$ cat config.mk
export PLATFORM = sky130hd
export DESIGN_NAME = ssp_socket_regs
export DESIGN_NICKNAME = d
export VERILOG_FILES = /design/src/ssp_pkg.sv /design/src/ssp_pin_if.sv /design/src/ssp_pin_sync.sv /design/src/ssp_socket_regs.sv
export SDC_FILE = /design/constraint.sdc
export NUM_CORES = 1
export LEC_CHECK = 0
export BUFFER_PORTS_ARGS = -buffer_cell sky130_fd_sc_hd__buf_2
export CORE_MARGIN = 2
export CORE_UTILIZATION = 30
export CTS_CLUSTER_DIAMETER = 30
export DETAILED_ROUTE_END_ITERATION = 7
export SLEW_MARGIN = 30
export SYNTH_ARGS = -nofsm -noshare
export SYNTH_HDL_FRONTEND = slang
export SYNTH_SLANG_ARGS = --single-unit
export TNS_END_PERCENT = 30
$ cat constraint.sdc
create_clock -name clk_i -period 3.45 [get_ports clk_i]
set_clock_uncertainty 0.05 [all_clocks]
set_input_delay 0.5175 -clock clk_i [delete_from_list [all_inputs] [get_ports clk_i]]
set_output_delay 0.5175 -clock clk_i [all_outputs]
set_load 0.02 [all_outputs]
$ cat src/ssp_pkg.sv
// constants shared by the socket status and power control block
package ssp_pkg;

	// ****************************************
	// register offsets
	// ****************************************
	localparam int ADDR_W = 8;
	localparam logic [7:0] OFF_IDENT = 8'h00;
	localparam logic [7:0] OFF_SOCKET_INTERFACE_STATUS = 8'h01;
	localparam logic [7:0] OFF_SOCKET_POWER_CONTROL = 8'h02;

	// ****************************************
	// identification register
	// ****************************************
	localparam logic [1:0] IDENT_TYPE_VALUE = 2'h2;
	localparam logic [1:0] IDENT_RSVD_RESET = 2'h0;
	localparam logic [3:0] COMPAT_REV_RESET = 4'h4;
	localparam logic [3:0] COMPAT_REV_LAYOUT_A = 4'h2;
	localparam int IDENT_TYPE_POS = 6;
	localparam int IDENT_RSVD_POS = 4;

	// ****************************************
	// interface status fields
	// ****************************************
	localparam int ST_POWER_POS = 6;
	localparam int ST_READY_POS = 5;
	localparam int ST_WP_POS = 4;
	localparam int ST_DETECT_B_POS = 3;
	localparam int ST_DETECT_A_POS = 2;
	localparam int ST_BATTERY_TWO_POS = 1;
	localparam int ST_BATTERY_ONE_POS = 0;

	// ****************************************
	// power control fields
	// ****************************************
	localparam int PC_GATE_POS = 7;
	localparam int PC_AUTO_POS = 5;
	localparam int PC_SUPPLY_ON_POS = 4;
	localparam int PC_VCC_HI_POS = 4;
	localparam int PC_VCC_LO_POS = 3;
	localparam int PC_VPP_POS = 0;
	localparam logic [7:0] PC_RESET = 8'h00;
	localparam logic [7:0] PC_MASK_LAYOUT_A = 8'hB3;
	localparam logic [7:0] PC_MASK_LAYOUT_B = 8'h9B;

	// ****************************************
	// voltage codes
	// ****************************************
	localparam logic [1:0] VPP_NONE = 2'h0;
	localparam logic [1:0] VPP_SUPPLY = 2'h1;
	localparam logic [1:0] VPP_12V = 2'h2;
	localparam logic [1:0] VCC_5V = 2'h2;
	localparam logic [1:0] VCC_3V = 2'h3;

	// ****************************************
	// pin synchroniser
	// ****************************************
	localparam int PIN_COUNT = 6;
	localparam logic [PIN_COUNT-1:0] PIN_RESET = 6'h00;

endpackage

$ cat src/ssp_pin_if.sv
// carries card pins from the synchroniser to the register block
interface ssp_pin_if #(
	parameter int W = 6
);
	logic [W-1:0] raw;
	logic [W-1:0] synced;

	modport sync_side (
		input raw,
		output synced
	);

	modport user_side (
		output raw,
		input synced
	);
endinterface

$ cat src/ssp_pin_sync.sv
// two-stage synchroniser for the asynchronous card pins
module ssp_pin_sync #(
	parameter int W = 6
) (
	input wire logic clk_i,
	input wire logic reset_n_i,
	ssp_pin_if.sync_side pins
);

	// ****************************************
	// state
	// ****************************************
	typedef struct packed {
		logic [W-1:0] first;
		logic [W-1:0] second;
	} ssp_sync_state_t;

	ssp_sync_state_t state_q;
	ssp_sync_state_t state_d;

	// first stage feeds only the second stage
	always_comb begin
		state_d = state_q;
		state_d.first = pins.raw;
		state_d.second = state_q.first;
	end

	always_ff @(posedge clk_i or negedge reset_n_i) begin
		if (!reset_n_i) begin
			state_q <= '0;
		end else begin
			state_q <= state_d;
		end
	end

	assign pins.synced = state_q.second;

endmodule

$ cat src/ssp_socket_regs.sv
// socket interface status and power control registers
//
// Design decision made here: the strobed register port.
module ssp_socket_regs (
	input wire logic clk_i,
	input wire logic reset_n_i,
	input wire logic [ssp_pkg::ADDR_W-1:0] addr_i,
	input wire logic [7:0] wdata_i,
	input wire logic wr_i,
	input wire logic rd_i,
	output logic [7:0] rdata_o,
	input wire logic card_ready_i,
	input wire logic write_protect_i,
	input wire logic detect_pin_a_n_i,
	input wire logic detect_pin_b_n_i,
	input wire logic battery_pin_one_i,
	input wire logic battery_pin_two_i,
	input wire logic sys_auto_switch_allow_i,
	input wire logic sys_supply_allow_i,
	output logic card_output_gate_o,
	output logic socket_supply_on_o,
	output logic supply_3v_sel_o,
	output logic [1:0] program_voltage_o,
	output logic socket_power_on_flag_o,
	output logic layout_a_o
);

	// ****************************************
	// state
	// ****************************************
	typedef struct packed {
		logic [7:0] rdata;
		logic [1:0] ident_rsvd;
		logic [3:0] compat_revision_field;
		logic card_output_gate;
		logic auto_power_switch_on;
		logic ctrl_bit4;
		logic ctrl_bit3;
		logic [1:0] program_voltage_request;
		logic out_gate;
		logic out_supply;
		logic out_3v;
		logic [1:0] out_vpp;
		logic out_power;
		logic out_layout_a;
	} ssp_state_t;

	ssp_state_t state_q;
	ssp_state_t state_d;

	// ****************************************
	// decoding helpers
	// ****************************************
	function automatic logic is_layout_a(input logic [3:0] rev);
		is_layout_a = (rev == ssp_pkg::COMPAT_REV_LAYOUT_A);
	endfunction

	function automatic logic [1:0] vpp_effective(input logic supply_on, input logic [1:0] req);
		logic [1:0] code;
		code = ssp_pkg::VPP_NONE;
		if (supply_on) begin
			case (req)
				ssp_pkg::VPP_SUPPLY: code = ssp_pkg::VPP_SUPPLY;
				ssp_pkg::VPP_12V: code = ssp_pkg::VPP_12V;
				default: code = ssp_pkg::VPP_NONE;
			endcase
		end
		vpp_effective = code;
	endfunction

	// ****************************************
	// pin synchroniser
	// ****************************************
	ssp_pin_if #(.W(ssp_pkg::PIN_COUNT)) pin_bus ();

	assign pin_bus.raw = {card_ready_i, write_protect_i, detect_pin_b_n_i,
		detect_pin_a_n_i, battery_pin_two_i, battery_pin_one_i};

	ssp_pin_sync #(
		.W(ssp_pkg::PIN_COUNT)
	) u_pin_sync (
		.clk_i(clk_i),
		.reset_n_i(reset_n_i),
		.pins(pin_bus.sync_side)
	);

	logic ready_s;
	logic wp_s;
	logic detect_b_n_s;
	logic detect_a_n_s;
	logic battery_two_s;
	logic battery_one_s;

	assign ready_s = pin_bus.synced[5];
	assign wp_s = pin_bus.synced[4];
	assign detect_b_n_s = pin_bus.synced[3];
	assign detect_a_n_s = pin_bus.synced[2];
	assign battery_two_s = pin_bus.synced[1];
	assign battery_one_s = pin_bus.synced[0];

	// ****************************************
	// power evaluation
	// ****************************************
	logic layout_a;
	logic card_seated;
	logic auto_active;
	logic supply_on;
	logic supply_3v;
	logic [1:0] vpp_now;

	always_comb begin
		layout_a = is_layout_a(state_q.compat_revision_field);
		card_seated = !detect_a_n_s && !detect_b_n_s;
		auto_active = state_q.auto_power_switch_on && sys_auto_switch_allow_i;
		supply_on = 1'b0;
		supply_3v = 1'b0;
		if (layout_a) begin
			if (state_q.ctrl_bit4 && sys_supply_allow_i) begin
				supply_on = auto_active ? card_seated : 1'b1;
			end
		end else begin
			case ({state_q.ctrl_bit4, state_q.ctrl_bit3})
				ssp_pkg::VCC_5V: supply_on = 1'b1;
				ssp_pkg::VCC_3V: begin
					supply_on = 1'b1;
					supply_3v = 1'b1;
				end
				default: supply_on = 1'b0;
			endcase
		end
		vpp_now = vpp_effective(supply_on, state_q.program_voltage_request);
	end

	// ****************************************
	// register read values
	// ****************************************
	logic [7:0] status_value;
	logic [7:0] ident_value;
	logic [7:0] ctrl_raw;
	logic [7:0] ctrl_value;

	always_comb begin
		status_value = 8'h00;
		status_value[ssp_pkg::ST_POWER_POS] = state_q.out_power;
		status_value[ssp_pkg::ST_READY_POS] = ready_s;
		status_value[ssp_pkg::ST_WP_POS] = wp_s;
		status_value[ssp_pkg::ST_DETECT_B_POS] = !detect_b_n_s;
		status_value[ssp_pkg::ST_DETECT_A_POS] = !detect_a_n_s;
		status_value[ssp_pkg::ST_BATTERY_TWO_POS] = battery_two_s;
		status_value[ssp_pkg::ST_BATTERY_ONE_POS] = battery_one_s;

		ident_value = {ssp_pkg::IDENT_TYPE_VALUE, state_q.ident_rsvd, state_q.compat_revision_field};

		ctrl_raw = 8'h00;
		ctrl_raw[ssp_pkg::PC_GATE_POS] = state_q.card_output_gate;
		ctrl_raw[ssp_pkg::PC_AUTO_POS] = state_q.auto_power_switch_on;
		ctrl_raw[ssp_pkg::PC_VCC_HI_POS] = state_q.ctrl_bit4;
		ctrl_raw[ssp_pkg::PC_VCC_LO_POS] = state_q.ctrl_bit3;
		ctrl_raw[ssp_pkg::PC_VPP_POS +: 2] = state_q.program_voltage_request;
		if (layout_a) begin
			ctrl_value = ctrl_raw & ssp_pkg::PC_MASK_LAYOUT_A;
		end else begin
			ctrl_value = ctrl_raw & ssp_pkg::PC_MASK_LAYOUT_B;
		end
	end

	// ****************************************
	// next state
	// ****************************************
	logic [7:0] wr_mask;
	logic [7:0] ctrl_next;

	always_comb begin
		state_d = state_q;
		wr_mask = layout_a ? ssp_pkg::PC_MASK_LAYOUT_A : ssp_pkg::PC_MASK_LAYOUT_B;
		ctrl_next = (ctrl_raw & ~wr_mask) | (wdata_i & wr_mask);

		// read data stands only in the cycle after the strobe
		state_d.rdata = 8'h00;
		if (rd_i) begin
			case (addr_i)
				ssp_pkg::OFF_IDENT: state_d.rdata = ident_value;
				ssp_pkg::OFF_SOCKET_INTERFACE_STATUS: state_d.rdata = status_value;
				ssp_pkg::OFF_SOCKET_POWER_CONTROL: state_d.rdata = ctrl_value;
				default: state_d.rdata = 8'h00;
			endcase
		end

		// writes; the status register takes none
		if (wr_i) begin
			case (addr_i)
				ssp_pkg::OFF_IDENT: begin
					state_d.ident_rsvd = wdata_i[ssp_pkg::IDENT_RSVD_POS +: 2];
					state_d.compat_revision_field = wdata_i[3:0];
				end
				ssp_pkg::OFF_SOCKET_POWER_CONTROL: begin
					state_d.card_output_gate = ctrl_next[ssp_pkg::PC_GATE_POS];
					state_d.auto_power_switch_on = ctrl_next[ssp_pkg::PC_AUTO_POS];
					state_d.ctrl_bit4 = ctrl_next[ssp_pkg::PC_VCC_HI_POS];
					state_d.ctrl_bit3 = ctrl_next[ssp_pkg::PC_VCC_LO_POS];
					state_d.program_voltage_request = ctrl_next[ssp_pkg::PC_VPP_POS +: 2];
				end
				default: begin
					state_d.ident_rsvd = state_q.ident_rsvd;
				end
			endcase
		end

		// registered socket outputs
		state_d.out_gate = state_q.card_output_gate;
		state_d.out_supply = supply_on;
		state_d.out_3v = supply_3v;
		state_d.out_vpp = vpp_now;
		state_d.out_power = supply_on;
		state_d.out_layout_a = layout_a;
	end

	// ****************************************
	// state register
	// ****************************************
	always_ff @(posedge clk_i or negedge reset_n_i) begin
		if (!reset_n_i) begin
			state_q.rdata <= 8'h00;
			state_q.ident_rsvd <= ssp_pkg::IDENT_RSVD_RESET;
			state_q.compat_revision_field <= ssp_pkg::COMPAT_REV_RESET;
			state_q.card_output_gate <= ssp_pkg::PC_RESET[ssp_pkg::PC_GATE_POS];
			state_q.auto_power_switch_on <= ssp_pkg::PC_RESET[ssp_pkg::PC_AUTO_POS];
			state_q.ctrl_bit4 <= ssp_pkg::PC_RESET[ssp_pkg::PC_VCC_HI_POS];
			state_q.ctrl_bit3 <= ssp_pkg::PC_RESET[ssp_pkg::PC_VCC_LO_POS];
			state_q.program_voltage_request <= ssp_pkg::PC_RESET[1:0];
			state_q.out_gate <= 1'b0;
			state_q.out_supply <= 1'b0;
			state_q.out_3v <= 1'b0;
			state_q.out_vpp <= ssp_pkg::VPP_NONE;
			state_q.out_power <= 1'b0;
			state_q.out_layout_a <= 1'b0;
		end else begin
			state_q <= state_d;
		end
	end

	// ****************************************
	// outputs
	// ****************************************
	assign rdata_o = state_q.rdata;
	assign card_output_gate_o = state_q.out_gate;
	assign socket_supply_on_o = state_q.out_supply;
	assign supply_3v_sel_o = state_q.out_3v;
	assign program_voltage_o = state_q.out_vpp;
	assign socket_power_on_flag_o = state_q.out_power;
	assign layout_a_o = state_q.out_layout_a;

endmodule

# Yosys cells after proc, flatten, opt, wreduce, memory -nomap -nowiden

Cells that the tools add are included.

Equal/unequal tests: 7
Mux-type cells: 12
Bitwise logic cells: 4
Reduce and logical (&&, ||, !) cells: 9

Operators with widths:

| operator                                                         | count |
|---|---|
| 8-bit one-hot mux with 3 select lines                            | 1 |
| 8-bit bitwise AND                                                | 2 |
| 6-bit 2-to-1 mux                                                 | 2 |
| 8-bit by 1-bit == test with 1-bit output (second input constant) | 1 |
| 8-bit by 2-bit == test with 1-bit output (second input constant) | 1 |
| 8-bit logical NOT                                                | 1 |
| 8-bit 2-to-1 mux                                                 | 1 |
| 8-bit inverter                                                   | 1 |
| 8-bit OR                                                         | 1 |
| 2-bit == test (second input constant)                            | 3 |
| 1-bit 2-to-1 mux                                                 | 6 |
| 4-bit by 2-bit == test with 1-bit output (second input constant) | 1 |
| 2-bit one-hot mux with 2 select lines                            | 1 |
| 2-bit AND reduction                                              | 2 |
| 1-bit logical AND                                                | 3 |
| 2-bit by 1-bit == test with 1-bit output (second input constant) | 1 |
| 1-bit logical NOT                                                | 2 |
| 2-bit 2-to-1 mux                                                 | 1 |
| 2-bit OR reduction                                               | 1 |

Flip-flop bits (word level): 38
Output and inout port bits: 15

# Longest topological paths before layout

Depth after elaboration: 6
Depth in mapped cells: 4
Depth with buffers taken out: 4

# Hierarchy

From an unflattened synthesis, not the netlist that was laid out.

Cells, all modules: 96
Area, all modules: 1411.4 µm²

By module, submodules not included:

| module          | times used | cells an instance | area each (µm²) | sequential area each (µm²) |
|---|---|---|---|---|
| ssp_socket_regs | 1          | 84                | 1111.1          | 651.9 |
| ssp_pin_sync    | 1          | 12                | 300.3           | 300.3 |

# Worst setup path after synthesis

Ideal clock, no wire load.

Path type: input port to flip-flop
Start point: input addr_i[3] (netlist bit)
End point: register state_q, in the netlist ident_value[0]
Arrival: 1409 ps
Data required time: 3275 ps
Slack: 1866 ps
Cell stages on the path: 3
Path buffers: 0
Path through: nor4_4 -> nand4_2 -> mux2_2

Longest elaborated chain between the ends: 2

Ends and longest elaborated chain:

| item                                 | line                   | text |
|---|---|---|
| start: declaration                   | ssp_socket_regs.sv:7   | `input wire logic [ssp_pkg::ADDR_W-1:0] addr_i,` |
| 8-bit logical NOT                    | ssp_socket_regs.sv:191 | `case (addr_i)` |
| 2-bit AND reduction (no source line) | -                      |  |
| end signal: assignment               | ssp_socket_regs.sv:238 | `state_q <= state_d;` |
| end: declaration                     | ssp_socket_regs.sv:48  | `ssp_state_t state_q;` |

Every way passes these cells.
A chain may end at the register's enable or synchronous reset.

==> flow_metrics.py <==
metrics = {
    "cells_and_area": {
        "final_cells": 196,
        "diodes": 0,
        "mostFrequentLayoutCells": "buf_2 (41), dfrtp_1 (37), mux2_2 (11)",
        "final_layout_size_suffix_gt1_share_pct": 47.18,
        "layout_commonest_cell": "buf_2",
        "stdcell_area_sq_mm": 0.001767,
        "syn_to_final_growth_pct": 24.51,
        "nNetsFinal": 169,
    },
    "place": {
        "dpl_worst_slack_ns": 1.597,
        "place_congestion": 0.8379,
        "place_inst": 188,
        "hpwl_microns": 1875,
        "dpl_cell_area_sq_mm": 0.001675,
        "io_buffer_count": 41,
    },
    "sta": {
        "fin_crit_ns": 1.624,
        "final_max_slew_viol_count": 0,
        "slew_headroom_pct": 47.36,
        "final.setup.tns_ns": 0,
        "worst_slew_pin_slew_ns": 0.7897,
        "max_freq_mhz": 615.7,
        "fin_ws_ns": 1.826,
        "period_share_pct": 47.08,
        "fin_hold_ws_ns": 0.2593,
        "rsz0062_at_grt": "false",
        "setup_viol": 0,
        "hold_viol": 0,
    },
    "die": {
        "core.rowCount": 25,
        "core_area_sq_mm": 0.004629,
        "ioPinCount": 43,
        "start_util_pct": 30.65,
        "die_h_microns": 72.77,
        "die_x_microns": 72.77,
        "dieArea_sq_mm": 0.005295,
    },
    "yosys": {
        "synth_cells": 96,
        "synth_compound_area_share_pct": 3.968,
        "ys_ff_latch": 38,
        "synth_ff_type": "dfrtp_1",
        "ys_seq_area_share_pct": 67.11,
        "syn-num-nets": 124,
        "synth-edff-count": 0,
        "syn-cell-area_sq_mm": 0.001419,
        "synth_area_per_cell_sq_um": 14.78,
        "synth-simple-area-share_pct": 13.84,
        "muxShareOfSynthArea_pct": 13.32,
        "synth_cell_types": 28,
        "synth_top_family_by_area": "simple AND/OR/NAND/NOR gates",
        "synthAdderAreaFrac_pct": 0,
        "synth_xor_area_share_pct": 0,
        "async_reset_ff_share_pct": 100.0,
        "synthesis.yosys.warnings": 0,
    },
    "clock_tree": {
        "postCtsResizedCells": 0,
        "htreeDepth": 2,
        "cts_tree": "built",
        "clk_path_buf_depth": 2,
        "root_buffer": "clkbuf_8",
        "cts-buffers-inserted": 5,
        "cts_sinks": 38,
        "path_clk_slew_ns": 0.07,
        "postCtsSetupRepairBufs": 0,
        "worstSkewPairLatency_ns": 0.28,
        "hold_buffers": 0,
    },
    "route": {
        "wl_microns": 2419,
        "first_pass_iters": 3,
        "drtAntennaViolNets": 0,
        "dr.first_iter.drc_count": 43,
        "routed_via_density": 4.556,
        "wl_per_cell_microns": 12.34,
        "dr_total_vias": 893,
        "drc": 0,
    },
    "global_routing": {
        "grt_pass1_vias": 881,
        "grt-ovfl-total": 0,
        "grtUsageTotal_pct": 10.13,
        "grt_pass1_wl_microns": 4008,
        "grt_max_degree": 39,
        "grt_antenna_before_repair": 0,
    },
    "critical_path": {
        "critPathArrivalTime_ns": 1.74,
        "worstSetupEndpointType": "flip-flop",
        "crit_path_max_fanout": 5,
        "slowest_stage": "or4b_4",
        "crit_path_max_incr_delay_ns": 0.58,
        "crit_path_start_kind": "flip-flop",
        "crit_family": "simple AND/OR/NAND/NOR gates",
        "path_buf_inv": 1,
        "crit_type": "flip-flop to flip-flop",
        "required_ns": 3.57,
        "worstPathCellList": "or4b_4, clkinv_2, nand4_2, mux2_4",
    },
    "power_and_ir_drop": {
        "cellPowerDensity_mw_per_mm2": 469.0,
        "irDropWorstVdd_v": 0.0001832,
        "p_leak_nw": 0.9251,
    },
    "min_path": {
        "hp-class": "input port to async pin",
    },
    "job": {
        "drv_cap": 0,
    },
    "status": {
        "status": "complete, no violations",
    },
}
-- area by class of cell --
| cell class | instances | area [sq um] |
|---|---|---|
| Sequential cell | 38 | 952.2 |
| Timing Repair Buffer | 41 | 205.2 |
| Inverter | 2 | 8.758 |
| Clock buffer | 7 | 86.33 |
| Fill cell | 464 | 2863 |
| Tap cell | 54 | 67.56 |
| Multi-Input combinational cell | 53 | 441.7 |
| Clock inverter | 1 | 5.005 |
-- cell usage after synthesis (2+ instances only) --
master	number	area, sq um
a21oi_1	3	15.01
a2bb2oi_1	3	26.28
dfrtp_1	37	925.9
mux2_2	11	123.9
mux2i_1	5	50.05
nand2b_1	2	12.51
nand3_1	4	20.02
nand4_2	2	25.02
nor2_1	5	18.77
nor2b_1	3	18.77
nor3_1	3	15.01
nor4bb_1	2	20.02
-- sequential cells by signal, summed over array words and instances (netlist names), named ones only --
name,count
card_output_gate_o,1
ctrl_raw,4
ident_value,6
layout_a_o,1
program_voltage_o,2
rdata_o,8
socket_power_on_flag_o,1
supply_3v_sel_o,1
u_pin_sync.pins.synced,6
u_pin_sync.state_d,6
-- power by group --
part | internal [mW] | switching [mW] | total [mW]
registers | 0.461 | 0.00724 | 0.468
clock network | 0.161 | 0.141 | 0.302
logic | 0.0266 | 0.0315 | 0.0581
total | 0.649 | 0.180 | 0.829
-- layer usage --
metal | up-vias | wire [microns] | GRT usage, %
met5 | - | 0 | 0
met4 | 0 | 27 | 4.527
met3 | 5 | 137 | 3.867
met2 | 24 | 1179 | 15.76
met1 | 436 | 1075 | 12.53
li1 | 428 | - | -
-- kinds of logic after synthesis --
| group | count (synthesis) |
|---|---|
| flops | 38 |
| simple gates | 28 |
| mux | 17 |
| compound gates | 8 |
| buf+inv | 5 |
-- stage by stage --
step	total power [mW]	util, %
after floorplan	0.5036	-
after global placement	0.5346	36.19
after detailed placement	0.5362	36.19
after CTS	0.8430	38.16
after global routing	0.8661	38.16
final	0.8286	38.16
-- worst paths after layout --
path | start | end | slack (ns) | cells after the start
min in group clk_i | write_protect_i | u_pin_sync.state_d[4] | 0.29 | 1
max in group asynchronous | reset_n_i | u_pin_sync.pins.synced[3] | 2.58 | 1
hold / removal | reset_n_i | rdata_o[5] | 0.26 | 1
hold reg to reg | u_pin_sync.state_d[1] | u_pin_sync.pins.synced[1] | 0.30 | 0
setup / recovery | ident_value[0] | flip-flop | 1.83 | 4
setup reg to reg | ident_value[0] | flip-flop | 1.83 | 4
Note: power is estimated with default switching activity, not from simulation.
